<file path="src/lcfm_defs.svh">
// Offsets, reset values and fault time-out counts of the LED channel fault manager.
// Assumes byte addresses on a 32-bit APB with one register per aligned word.
`ifndef LCFM_DEFS_SVH
`define LCFM_DEFS_SVH
`define LCFM_OFF_CTRL 12'h000
`define LCFM_OFF_MASK 12'h004
`define LCFM_OFF_STAT 12'h008
`define LCFM_CTRL_EN 0
`define LCFM_CTRL_LATCH 1
`define LCFM_CTRL_TMO_LSB 8
`define LCFM_EN_RST 1'h0
`define LCFM_LATCH_RST 1'h1
`define LCFM_DTMO_RST 5'h0c
`define LCFM_MASK_RST 4'hf
`define LCFM_TMO_PWM 5'h06
`define LCFM_DTMO_MIN 5'h07
`define LCFM_DTMO_MAX 5'h12
`endif

</file>
<file path="src/lcfm_pkg.sv">
// Types of the LED channel fault manager.
// Assumes four LED strings.
package lcfm_pkg;
    typedef enum logic [1:0] {
        LCFM_OFF = 2'b00,
        LCFM_RUN = 2'b01,
        LCFM_HOLD = 2'b10,
        LCFM_LOCK = 2'b11
    } lcfm_state_t;

    typedef struct packed {
        logic over_short;
        logic at_target;
        logic [7:0] string_forward_drop;
    } lcfm_sense_t;

    typedef struct packed {
        logic [13:0] zero;
        logic [1:0] ref_chan;
        logic [1:0] state;
        logic direct;
        logic otp;
        logic [3:0] good;
        logic [3:0] faulted;
        logic [3:0] on;
    } lcfm_status_t;
endpackage

</file>
<file path="src/lcfm_fault_mgr.sv">
// LED channel fault manager: per-string time-outs, thermal shutdown, regulation choice.
// Assumes comparator and PWM tick inputs synchronous to pclk; APB slave, zero wait.
// Contract
// Sink above short threshold times out after 6 periods, 7-18 direct.
// Short below threshold without thermal trip keeps channel on; highest drop regulates.
// Thermal trip with low-side short turns all channels off until power cycle.
// Open string drives output to limit, then times out and switches off.
// Zener-bypassed open string is not faulted and becomes regulation reference.
// Thermal trip with zener-bypassed string turns that and all channels off.
// Other channel pushed above short threshold is switched off after time-out.
// Thermal trip from drop mismatch turns all channels off until cooled.
// Output at overvoltage limit marks every not-yet-good channel open at once.
// Input lockout resets everything; restart needs a new enable. Mask, latch and time-out registers keep their values.
// Each channel counts PWM periods while faulty, clears when fault goes.
`timescale 1ns/100ps
`include "lcfm_defs.svh"
module lcfm_fault_mgr (
    input wire logic pclk,
    input wire logic presetn,
    input wire logic [11:0] paddr,
    input wire logic psel,
    input wire logic penable,
    input wire logic pwrite,
    input wire logic [31:0] pwdata,
    output logic [31:0] prdata,
    output logic pready,
    output logic pslverr,
    input wire lcfm_pkg::lcfm_sense_t [3:0] sense,
    input wire logic pwm_period_tick,
    input wire logic direct_pwm_mode,
    input wire logic overtemp_trip,
    input wire logic output_overvoltage_limit,
    input wire logic input_undervoltage_lockout,
    output logic [3:0] led_channel_en,
    output logic boost_en,
    output logic [1:0] reg_ref_chan
);
    lcfm_pkg::lcfm_state_t state_r, state_nxt;
    lcfm_pkg::lcfm_status_t stat;
    logic en_r, en_nxt, latch_r, latch_nxt;
    logic [4:0] dtmo_r, dtmo_nxt, lim, lim_m1;
    logic [3:0] mask_r, mask_nxt;
    logic [3:0] good_r, good_nxt, open_r, open_nxt, faulted_r, faulted_nxt;
    logic [3:0] active, fcond, led_nxt;
    logic [4:0] cnt_r [4];
    logic [4:0] cnt_nxt [4];
    logic [31:0] prdata_nxt;
    logic pready_nxt, pslverr_nxt, boost_nxt, wr;
    logic [1:0] ref_nxt;

    assign wr = psel & penable & pready & pwrite;

    // Software registers and APB answer
    always_comb begin
        en_nxt = en_r;
        latch_nxt = latch_r;
        dtmo_nxt = dtmo_r;
        mask_nxt = mask_r;
        if (wr) begin
            if (paddr == `LCFM_OFF_CTRL) begin
                en_nxt = pwdata[`LCFM_CTRL_EN];
                latch_nxt = pwdata[`LCFM_CTRL_LATCH];
                dtmo_nxt = pwdata[`LCFM_CTRL_TMO_LSB +: 5];
            end else if (paddr == `LCFM_OFF_MASK) begin
                mask_nxt = pwdata[3:0];
            end
        end
        if (input_undervoltage_lockout) begin
            en_nxt = 1'b0;
        end
    end

    always_comb begin
        stat = '0;
        stat.ref_chan = reg_ref_chan;
        stat.state = state_r;
        stat.direct = direct_pwm_mode;
        stat.otp = overtemp_trip;
        stat.good = good_r;
        stat.faulted = faulted_r;
        stat.on = led_channel_en;
        prdata_nxt = prdata;
        pready_nxt = psel & ~penable;
        pslverr_nxt = 1'b0;
        if (psel & ~penable) begin
            prdata_nxt = 32'h0000_0000;
            if (paddr == `LCFM_OFF_CTRL) begin
                prdata_nxt[`LCFM_CTRL_EN] = en_r;
                prdata_nxt[`LCFM_CTRL_LATCH] = latch_r;
                prdata_nxt[`LCFM_CTRL_TMO_LSB +: 5] = dtmo_r;
            end else if (paddr == `LCFM_OFF_MASK) begin
                prdata_nxt[3:0] = mask_r;
            end else if (paddr == `LCFM_OFF_STAT) begin
                prdata_nxt = stat;
            end else begin
                pslverr_nxt = 1'b1;
            end
        end
    end

    // Direct PWM time-out is clamped into its legal window
    always_comb begin
        lim = `LCFM_TMO_PWM;
        if (direct_pwm_mode) begin
            if (dtmo_r < `LCFM_DTMO_MIN) begin
                lim = `LCFM_DTMO_MIN;
            end else if (dtmo_r > `LCFM_DTMO_MAX) begin
                lim = `LCFM_DTMO_MAX;
            end else begin
                lim = dtmo_r;
            end
        end
        lim_m1 = 5'(lim - 5'h01);
    end

    // Supervisor: off, running, thermal hold, latched shutdown
    always_comb begin
        state_nxt = state_r;
        case (state_r)
            lcfm_pkg::LCFM_OFF: begin
                if (en_r) begin
                    state_nxt = overtemp_trip ? lcfm_pkg::LCFM_HOLD : lcfm_pkg::LCFM_RUN;
                end
            end
            lcfm_pkg::LCFM_RUN: begin
                if (overtemp_trip) begin
                    state_nxt = latch_r ? lcfm_pkg::LCFM_LOCK : lcfm_pkg::LCFM_HOLD;
                end
            end
            lcfm_pkg::LCFM_HOLD: begin
                if (!overtemp_trip) begin
                    state_nxt = lcfm_pkg::LCFM_RUN;
                end
            end
            default: state_nxt = lcfm_pkg::LCFM_LOCK;
        endcase
        if (input_undervoltage_lockout) begin
            state_nxt = lcfm_pkg::LCFM_OFF;
        end else if (!en_r && state_r != lcfm_pkg::LCFM_LOCK) begin
            state_nxt = lcfm_pkg::LCFM_OFF;
        end
    end

    // Per-channel open detection, time-out counter and fault latch
    genvar g;
    generate
        for (g = 0; g < 4; g++) begin : g_ch
            assign active[g] = (state_r == lcfm_pkg::LCFM_RUN) & mask_r[g] & ~faulted_r[g];
            assign fcond[g] = active[g] & (sense[g].over_short | open_r[g]);
            always_comb begin
                good_nxt[g] = good_r[g] | (active[g] & sense[g].at_target);
                open_nxt[g] = open_r[g];
                if (!active[g] || sense[g].at_target) begin
                    open_nxt[g] = 1'b0;
                end else if (good_r[g] || output_overvoltage_limit) begin
                    open_nxt[g] = 1'b1;
                end
                cnt_nxt[g] = cnt_r[g];
                if (!fcond[g]) begin
                    cnt_nxt[g] = 5'h00;
                end else if (pwm_period_tick) begin
                    cnt_nxt[g] = 5'(cnt_r[g] + 5'h01);
                end
                faulted_nxt[g] = faulted_r[g] | (fcond[g] & pwm_period_tick & (cnt_r[g] == lim_m1));
                if (state_r == lcfm_pkg::LCFM_OFF) begin
                    good_nxt[g] = 1'b0;
                    faulted_nxt[g] = 1'b0;
                end
                led_nxt[g] = (state_nxt == lcfm_pkg::LCFM_RUN) & mask_nxt[g] & ~faulted_nxt[g];
            end
            always_ff @(posedge pclk or negedge presetn) begin
                if (!presetn) begin
                    good_r[g] <= 1'b0;
                    open_r[g] <= 1'b0;
                    faulted_r[g] <= 1'b0;
                    cnt_r[g] <= 5'h00;
                    led_channel_en[g] <= 1'b0;
                end else begin
                    good_r[g] <= good_nxt[g];
                    open_r[g] <= open_nxt[g];
                    faulted_r[g] <= faulted_nxt[g];
                    cnt_r[g] <= cnt_nxt[g];
                    led_channel_en[g] <= led_nxt[g];
                end
            end

        end
    endgenerate

    // Regulation follows the highest forward drop among lit strings
    always_comb begin
        ref_nxt = reg_ref_chan;
        for (int i = 0; i < 4; i++) begin
            if (led_channel_en[i] && (!led_channel_en[ref_nxt] ||
                sense[i].string_forward_drop > sense[ref_nxt].string_forward_drop)) begin
                ref_nxt = 2'(i);
            end
        end
        boost_nxt = (state_nxt == lcfm_pkg::LCFM_RUN);
    end

    always_ff @(posedge pclk or negedge presetn) begin
        if (!presetn) begin
            state_r <= lcfm_pkg::LCFM_OFF;
            en_r <= `LCFM_EN_RST;
            latch_r <= `LCFM_LATCH_RST;
            dtmo_r <= `LCFM_DTMO_RST;
            mask_r <= `LCFM_MASK_RST;
            prdata <= 32'h0000_0000;
            pready <= 1'b0;
            pslverr <= 1'b0;
            boost_en <= 1'b0;
            reg_ref_chan <= 2'h0;
        end else begin
            state_r <= state_nxt;
            en_r <= en_nxt;
            latch_r <= latch_nxt;
            dtmo_r <= dtmo_nxt;
            mask_r <= mask_nxt;
            prdata <= prdata_nxt;
            pready <= pready_nxt;
            pslverr <= pslverr_nxt;
            boost_en <= boost_nxt;
            reg_ref_chan <= ref_nxt;
        end
    end
endmodule

</file>
<file path="config.mk">
export PLATFORM = sky130hd
export DESIGN_NAME = lcfm_fault_mgr
export DESIGN_NICKNAME = d
export VERILOG_FILES = /design/src/lcfm_pkg.sv /design/src/lcfm_fault_mgr.sv
export VERILOG_INCLUDE_DIRS = /design/src
export SDC_FILE = /design/constraint.sdc
export NUM_CORES = 1
export LEC_CHECK = 0
export BUFFER_PORTS_ARGS = -buffer_cell sky130_fd_sc_hd__buf_2
export CORE_MARGIN = 3
export CORE_UTILIZATION = 50
export CTS_CLUSTER_DIAMETER = 40
export CTS_CLUSTER_SIZE = 30
export DETAILED_ROUTE_END_ITERATION = 12
export PLACE_DENSITY_LB_ADDON = 0.2
export SLEW_MARGIN = 20
export SYNTH_ARGS = -nofsm -noshare
export SYNTH_HDL_FRONTEND = slang
export SYNTH_SLANG_ARGS = --single-unit
</file>
<file path="constraint.sdc">
create_clock -name pclk -period 22.8 [get_ports pclk]
set_input_delay 1.14 -clock pclk [delete_from_list [all_inputs] [get_ports pclk]]
set_output_delay 1.14 -clock pclk [all_outputs]
set_load 0.02 [all_outputs]
</file>
# [After elaboration in Yosys (flattened, before gate mapping)]
# Cells that the tools add are included.
[classes] addsub=5 order_cmp=10 eq_ne=14 mux=72 n_bitwise=57 reduce_logical=36
[op_table] operator="binary-select mux 10 bit (select 2 bit)" count=4
[op_table] operator="two-way mux 5 bit" count=12
[op_table] operator="bitwise AND 1 bit" count=36
[op_table] operator="greater-than comparator 8 bit" count=4
[op_table] operator="two-way mux 8 bit" count=4
[op_table] operator="two-way mux 1 bit" count=28
[op_table] operator="two-way mux 2 bit" count=11
[op_table] operator="adder 5 x 1 -> 5 bit, second input constant" count=4
[op_table] operator="equality test 5 bit" count=4
[op_table] operator="two-way mux 19 bit" count=1
[op_table] operator="two-way mux 18 bit" count=1
[op_table] operator="two-way mux 4 bit" count=4
[op_table] operator="two-way mux 14 bit" count=1
[op_table] operator="equality test 12 x 3 -> 1 bit, second input constant" count=1
[op_table] operator="equality test 12 x 4 -> 1 bit, second input constant" count=1
[op_table] operator="zero test 12 bit" count=1
[op_table] operator="logical OR 1 bit" count=12
[op_table] operator="less-than comparator 2 x 3 -> 1 bit, second input constant" count=4
[op_table] operator="OR 1 bit" count=12
[op_table] operator="nonzero test 2 bit" count=6
[op_table] operator="!= test 2 bit, second input constant" count=5
[op_table] operator="zero test 1 bit" count=9
[op_table] operator="NOT 1 bit" count=9
[op_table] operator="binary-select mux 1 bit (select 2 bit)" count=4
[op_table] operator="10 further kinds" count=16
[word_totals] regBits=86 input_bits=94 wordCells=224

# [Longest topological paths before layout]
[logic_depth] word_depth=24 mapped_depth=44 ltp_nobuf=40

# [Least setup slack after synthesis]
# OpenSTA, ideal clock, no wires.
[synth_timing] path_kind="register to register" from="register reg_ref_chan[0]" to="register reg_ref_chan[1]" t_arrival_ps=8242 setup_slack_ps=14421 stages_incl_launch_ff=43 n_path_buf=4 period_less_slack_ps=8379 path_cell_list="dfrtp_1 buf_1 clkbuf_1 mux4_2 inv_1 ha_1 and4_1 nand3b_1 a21o_1 and2_1 nand2_1 clkbuf_1 nand2_1 a21oi_1 a21oi_1 ha_1 and4b_1 a211oi_1 [... 7 more ...] ha_1 a21o_1 a21oi_1 o2111ai_1 nand3_1 o21ai_1 a221oi_4 mux2_2 o21ai_1 ha_1 nor2b_1 o21a_1 o21a_1 o21ai_0 a21oi_1 o31ai_1 a21bo_2 nand2_1"
[synth_between] elab_chain_cells=24
[synth_rtl] item="start: declaration" line="lcfm_fault_mgr.sv:36" source="output logic [1:0] reg_ref_chan"
[synth_rtl] item="start signal: assignment" line="lcfm_fault_mgr.sv:224" source="reg_ref_chan <= ref_nxt;"
[synth_rtl] item="binary-select mux 10 bit (select 2 bit) or binary-select mux 1 bit (select 2 bit) (tied branches)" line="lcfm_fault_mgr.sv:195, lcfm_fault_mgr.sv:194"
[synth_rtl] item="two-way mux 8 bit (implied by the code) or two-way mux 1 bit (tied branches)" line="lcfm_fault_mgr.sv:195, lcfm_fault_mgr.sv:194"
[synth_rtl] item="greater-than comparator 8 bit or zero test 1 bit (tied branches)" line="lcfm_fault_mgr.sv:195, lcfm_fault_mgr.sv:194"
[synth_rtl] item="logical OR 1 bit" line="lcfm_fault_mgr.sv:194" source="if (led_channel_en[i] && (!led_channel_en[ref_nxt] ||"
[synth_rtl] item="logical AND 1 bit" line="lcfm_fault_mgr.sv:194"
[synth_rtl] item="two-way mux 2 bit (*)" line="lcfm_fault_mgr.sv:194"
[synth_rtl] item="binary-select mux 10 bit (select 2 bit) or binary-select mux 1 bit (select 2 bit) (tied branches)" line="lcfm_fault_mgr.sv:195, lcfm_fault_mgr.sv:194"
[synth_rtl] item="two-way mux 8 bit (implied by the code) or two-way mux 1 bit (tied branches)" line="lcfm_fault_mgr.sv:195, lcfm_fault_mgr.sv:194"
[synth_rtl] item="[... 9 more ...]"
[synth_rtl] item="two-way mux 2 bit (*)" line="lcfm_fault_mgr.sv:194"
[synth_rtl] item="binary-select mux 10 bit (select 2 bit) or binary-select mux 1 bit (select 2 bit) (tied branches)" line="lcfm_fault_mgr.sv:195, lcfm_fault_mgr.sv:194"
[synth_rtl] item="two-way mux 8 bit (implied by the code) or two-way mux 1 bit (tied branches)" line="lcfm_fault_mgr.sv:195, lcfm_fault_mgr.sv:194"
[synth_rtl] item="greater-than comparator 8 bit or zero test 1 bit (tied branches)" line="lcfm_fault_mgr.sv:195, lcfm_fault_mgr.sv:194"
[synth_rtl] item="logical OR 1 bit" line="lcfm_fault_mgr.sv:194"
[synth_rtl] item="logical AND 1 bit" line="lcfm_fault_mgr.sv:194"
[synth_rtl] item="two-way mux 2 bit (*)" line="lcfm_fault_mgr.sv:194"
[synth_rtl] item="net ref_nxt[1]" line="lcfm_fault_mgr.sv:49" source="logic [1:0] ref_nxt;"
# Mark *: on every way through the listed nets, which the timed path passes. The rest lies on a longest branch. The select of a mux whose other input is x is not followed.
# A chain may end at the register's enable or synchronous reset.

# [Worst setup path after layout]
[layout_timing] from="input port sense[37] (netlist name)" to="register reg_ref_chan[1]"
[layout_between] elab_chain_cells=24
[layout_rtl] item="start: declaration" line="lcfm_fault_mgr.sv:28" source="input wire lcfm_pkg::lcfm_sense_t [3:0] sense,"
[layout_rtl] item="binary-select mux 10 bit (select 2 bit)" line="lcfm_fault_mgr.sv:195" source="sense[i].string_forward_drop > sense[ref_nxt].string_forward_drop)) begin"
[layout_rtl] item="two-way mux 8 bit (implied by the code)" line="lcfm_fault_mgr.sv:195"
[layout_rtl] item="greater-than comparator 8 bit" line="lcfm_fault_mgr.sv:195"
[layout_rtl] item="logical OR 1 bit" line="lcfm_fault_mgr.sv:194"
[layout_rtl] item="logical AND 1 bit" line="lcfm_fault_mgr.sv:194"
[layout_rtl] item="two-way mux 2 bit" line="lcfm_fault_mgr.sv:194"
[layout_rtl] item="binary-select mux 10 bit (select 2 bit) or binary-select mux 1 bit (select 2 bit) (tied branches)" line="lcfm_fault_mgr.sv:195, lcfm_fault_mgr.sv:194"
[layout_rtl] item="two-way mux 8 bit (implied by the code) or two-way mux 1 bit (tied branches)" line="lcfm_fault_mgr.sv:195, lcfm_fault_mgr.sv:194"
[layout_rtl] item="[... 9 more ...]"
[layout_rtl] item="two-way mux 2 bit" line="lcfm_fault_mgr.sv:194"
[layout_rtl] item="binary-select mux 10 bit (select 2 bit) or binary-select mux 1 bit (select 2 bit) (tied branches)" line="lcfm_fault_mgr.sv:195, lcfm_fault_mgr.sv:194"
[layout_rtl] item="two-way mux 8 bit (implied by the code) or two-way mux 1 bit (tied branches)" line="lcfm_fault_mgr.sv:195, lcfm_fault_mgr.sv:194"
[layout_rtl] item="greater-than comparator 8 bit or zero test 1 bit (tied branches)" line="lcfm_fault_mgr.sv:195, lcfm_fault_mgr.sv:194"
[layout_rtl] item="logical OR 1 bit" line="lcfm_fault_mgr.sv:194"
[layout_rtl] item="logical AND 1 bit" line="lcfm_fault_mgr.sv:194"
[layout_rtl] item="two-way mux 2 bit (*)" line="lcfm_fault_mgr.sv:194"
[layout_rtl] item="net ref_nxt[1]" line="lcfm_fault_mgr.sv:49"
# Marked as above.

==> run metrics <==
outcome=completed; syn_area_per_cell=8.667 sq um; Slew @ Worst Pin=0.9858 ns; CTS tree=done; total DRC errors in the routed layout=0; Slew Limit Fails=0; Post CTS Setup Buffer Count=0; wire per inst=16.82 microns; Leak=0.002888 uW; Synth area leader=dfrtp_1; Cells after Synth=616; die width=109.3 microns; EDFF count, synth=0; final instance area=0.006052 sq mm; Hold Violations, Final=0; Post-CTS Hold Buffers=0; Commonest cells post-synth=90 x nand2_1, 73 x nor2_1, 65 x dfrtp_1, 37 x ha_1, 32 x o21ai_0; vias in the first global route=4726; FMAX=105.0 MHz; critical path's top delay family=compound AO/OA/AOI/OAI gates; DRT iter0 DRCs=290; CP Data Arrival Time=9.74 ns; Chip Height=109.3 microns; # clock sinks=72; largest net degree at the start of global routing=73; core footprint=0.01037 sq mm; PostCTS Resize Cnt=0; CP required=23.02 ns; DP HPWL=11070 microns; Final #Nets=832; Site Rows=37; Setup TNS Final=0 ns; VDD IR max=44.56 uV; Max clock buf depth=2; fin crit period=9.524 ns; Crit. End Element=flip-flop; Synth Register Bits=72; IO Count=135; Synth cell types=65; Tot GR Track Use=24.33%; Tcrit/Tclk final=41.77%; top-count cell post-synth=nand2_1; Warnings, synthesis=0; clk root buf=clkbuf_8; clock slew seen by the registers of the worst setup and hold paths=0.08 ns; DP Cell Count=826; Final Skew=0.01224 ns; hold slack final=0.4824 ns; sum of routed wire length over all layers=14170 microns; Power Density=43.46 mW/mm^2; register area share after synthesis=33.91%; Ant. Diodes=0; ratio of cells with drive above 1 in the final layout=21.95%; Worst Setup Path Type=input port to flip-flop; post-synth top area share=30.47%; Bufs and invs on worst path=2; Final Non-Filler Cells=842; FILL cells=976; max incr delay on CP=0.70 ns; Async S/R FF share, synth=100.0%; final setup violation count=0; slowest cell on the critical path=and3_1; PortBufs=97; clock latency on the worst-skew pair=0.36 ns; Rel. slew slack=33.68%; Inserted Clock Buffers=9; via-per-instance ratio=5.762; RSZ-0062 raised after global routing=false; Startpoint Class=input port; initial cell density of the core=51.48%; CP Max Fanout=18; Post-DP Area=0.005857 sq mm; H-tree level count=3; Final Wtd Congestion=0.8651; TritonRoute pass-1 iters=5; Hold Crit Class=flip-flop to flip-flop; antenna-violating nets left=0; ys flop type=dfrtp_1; Mapped Area=0.005339 sq mm; initial antenna violation count=0; die area=0.01195 sq mm; GRT overflow=0; max-cap viol count=0; first-pass GRT wire length=22610 microns; area grow syn2layout=13.36%; vias post-DR=4852; ranking of synthesized cells by area=dfrtp_1 30%, ha_1 8.7%, nand2_1 6.3%
[power by group]
| group | switching, uW | leakage [uW] | total (uW) | internal (uW) |
|---|---|---|---|---|
| sequential | 0.0664 | 0.000973 | 128 | 128 |
| clock | 49.1 | 0.0000906 | 97.2 | 48.2 |
| combinational | 23.2 | 0.00182 | 37.9 | 14.7 |
[final cells by class]
cell class,instances,area (sq um),share of cell area [%]
repair buffers,100,508.0,8.394
inverters,19,71.32,1.178
multi-input cells,499,3299,54.52
clock buffers,12,165.2,2.729
well taps,136,170.2,2.812
flip-flops and latches,72,1810,29.92
clock inverters,4,27.53,0.4548
[sequential cells by signal (all words and copies together) (netlist names), 2 cells and up]
name / count
cnt_r: 20
dtmo_r: 5
faulted_r: 4
good_r: 4
led_channel_en: 4
mask_r: 4
open_r: 4
prdata: 18
reg_ref_chan: 2
state_r: 2
[placed cells by master, fill, tap and decap left out, types with 4 or more instances in the layout]
cell,n
o21ai_0,32
xor2_1,20
mux2i_1,18
nor3b_1,4
a22oi_1,9
a21oi_1,28
clkbuf_8,12
a21o_1,7
nand4_1,12
nor2b_1,8
xnor2_1,17
o21ai_1,7
dfrtp_1,65
nand3_1,16
buf_2,97
nor2_1,73
conb_1,14
o31ai_1,9
inv_1,19
mux2_2,14
nor4_1,7
dfstp_2,7
nand2_1,90
nand2b_1,4
a31oi_1,7
ha_1,37
mux4_2,7
nor3_1,7
[per-layer routing]
metal  vias up  global-route usage (%)  routed length, microns
met5         -                       0                       0
met4         0                   11.49                     549
met3        30                   3.406                     787
met2       169                   43.94                    7192
met1      2316                   28.30                    5636
li1       2337                       -                       -
[worst reg2reg max path, delay by kind of cell (launching register included)]
family,cells,cell delay [ns]
mux,4,1.40
simple gates,9,2.37
buf+inv,1,0.07
flops,1,0.87
fa+ha+maj,4,1.11
compound gates,18,3.47
[final timing paths]
| check | cells after the start | from | to | slack (ns) |
|---|---|---|---|---|
| worst max register to register | 36 | reg_ref_chan[1] | reg_ref_chan[1] | 13.39 |
| worst max-delay path | 37 | sense[37] | reg_ref_chan[1] | 13.28 |
| min in group asynchronous | 2 | presetn | prdata[11] | 0.97 |
| max in group asynchronous | 2 | presetn | reg_ref_chan[0] | 21.25 |
| worst min register to register | 2 | prdata[9] | prdata[9] | 0.48 |
| worst min-delay path | 2 | prdata[9] | prdata[9] | 0.48 |
[cells by family after synthesis]
logic type,after synthesis,synth area share [%]
flops,72,33.91
compound gates,135,16.73
other cells,1,0.07024
mux,39,9.280
simple gates,237,20.01
buf+inv,58,5.250
fa+ha+maj,37,8.671
xor+xnor,37,6.070
[stage by stage]
step	setup slack [ns]	power, uW	utilization (%)
6_report	13.28	263.0	58.36
5_1_grt	12.69	274.0	58.36
4_1_cts	13.34	264.6	58.34
3_5_place_dp	13.01	168.0	56.48
3_3_place_gp	13.11	167.1	56.48
2_1_floorplan	14.42	152.9	-
(Power assumes the default switching activity.)
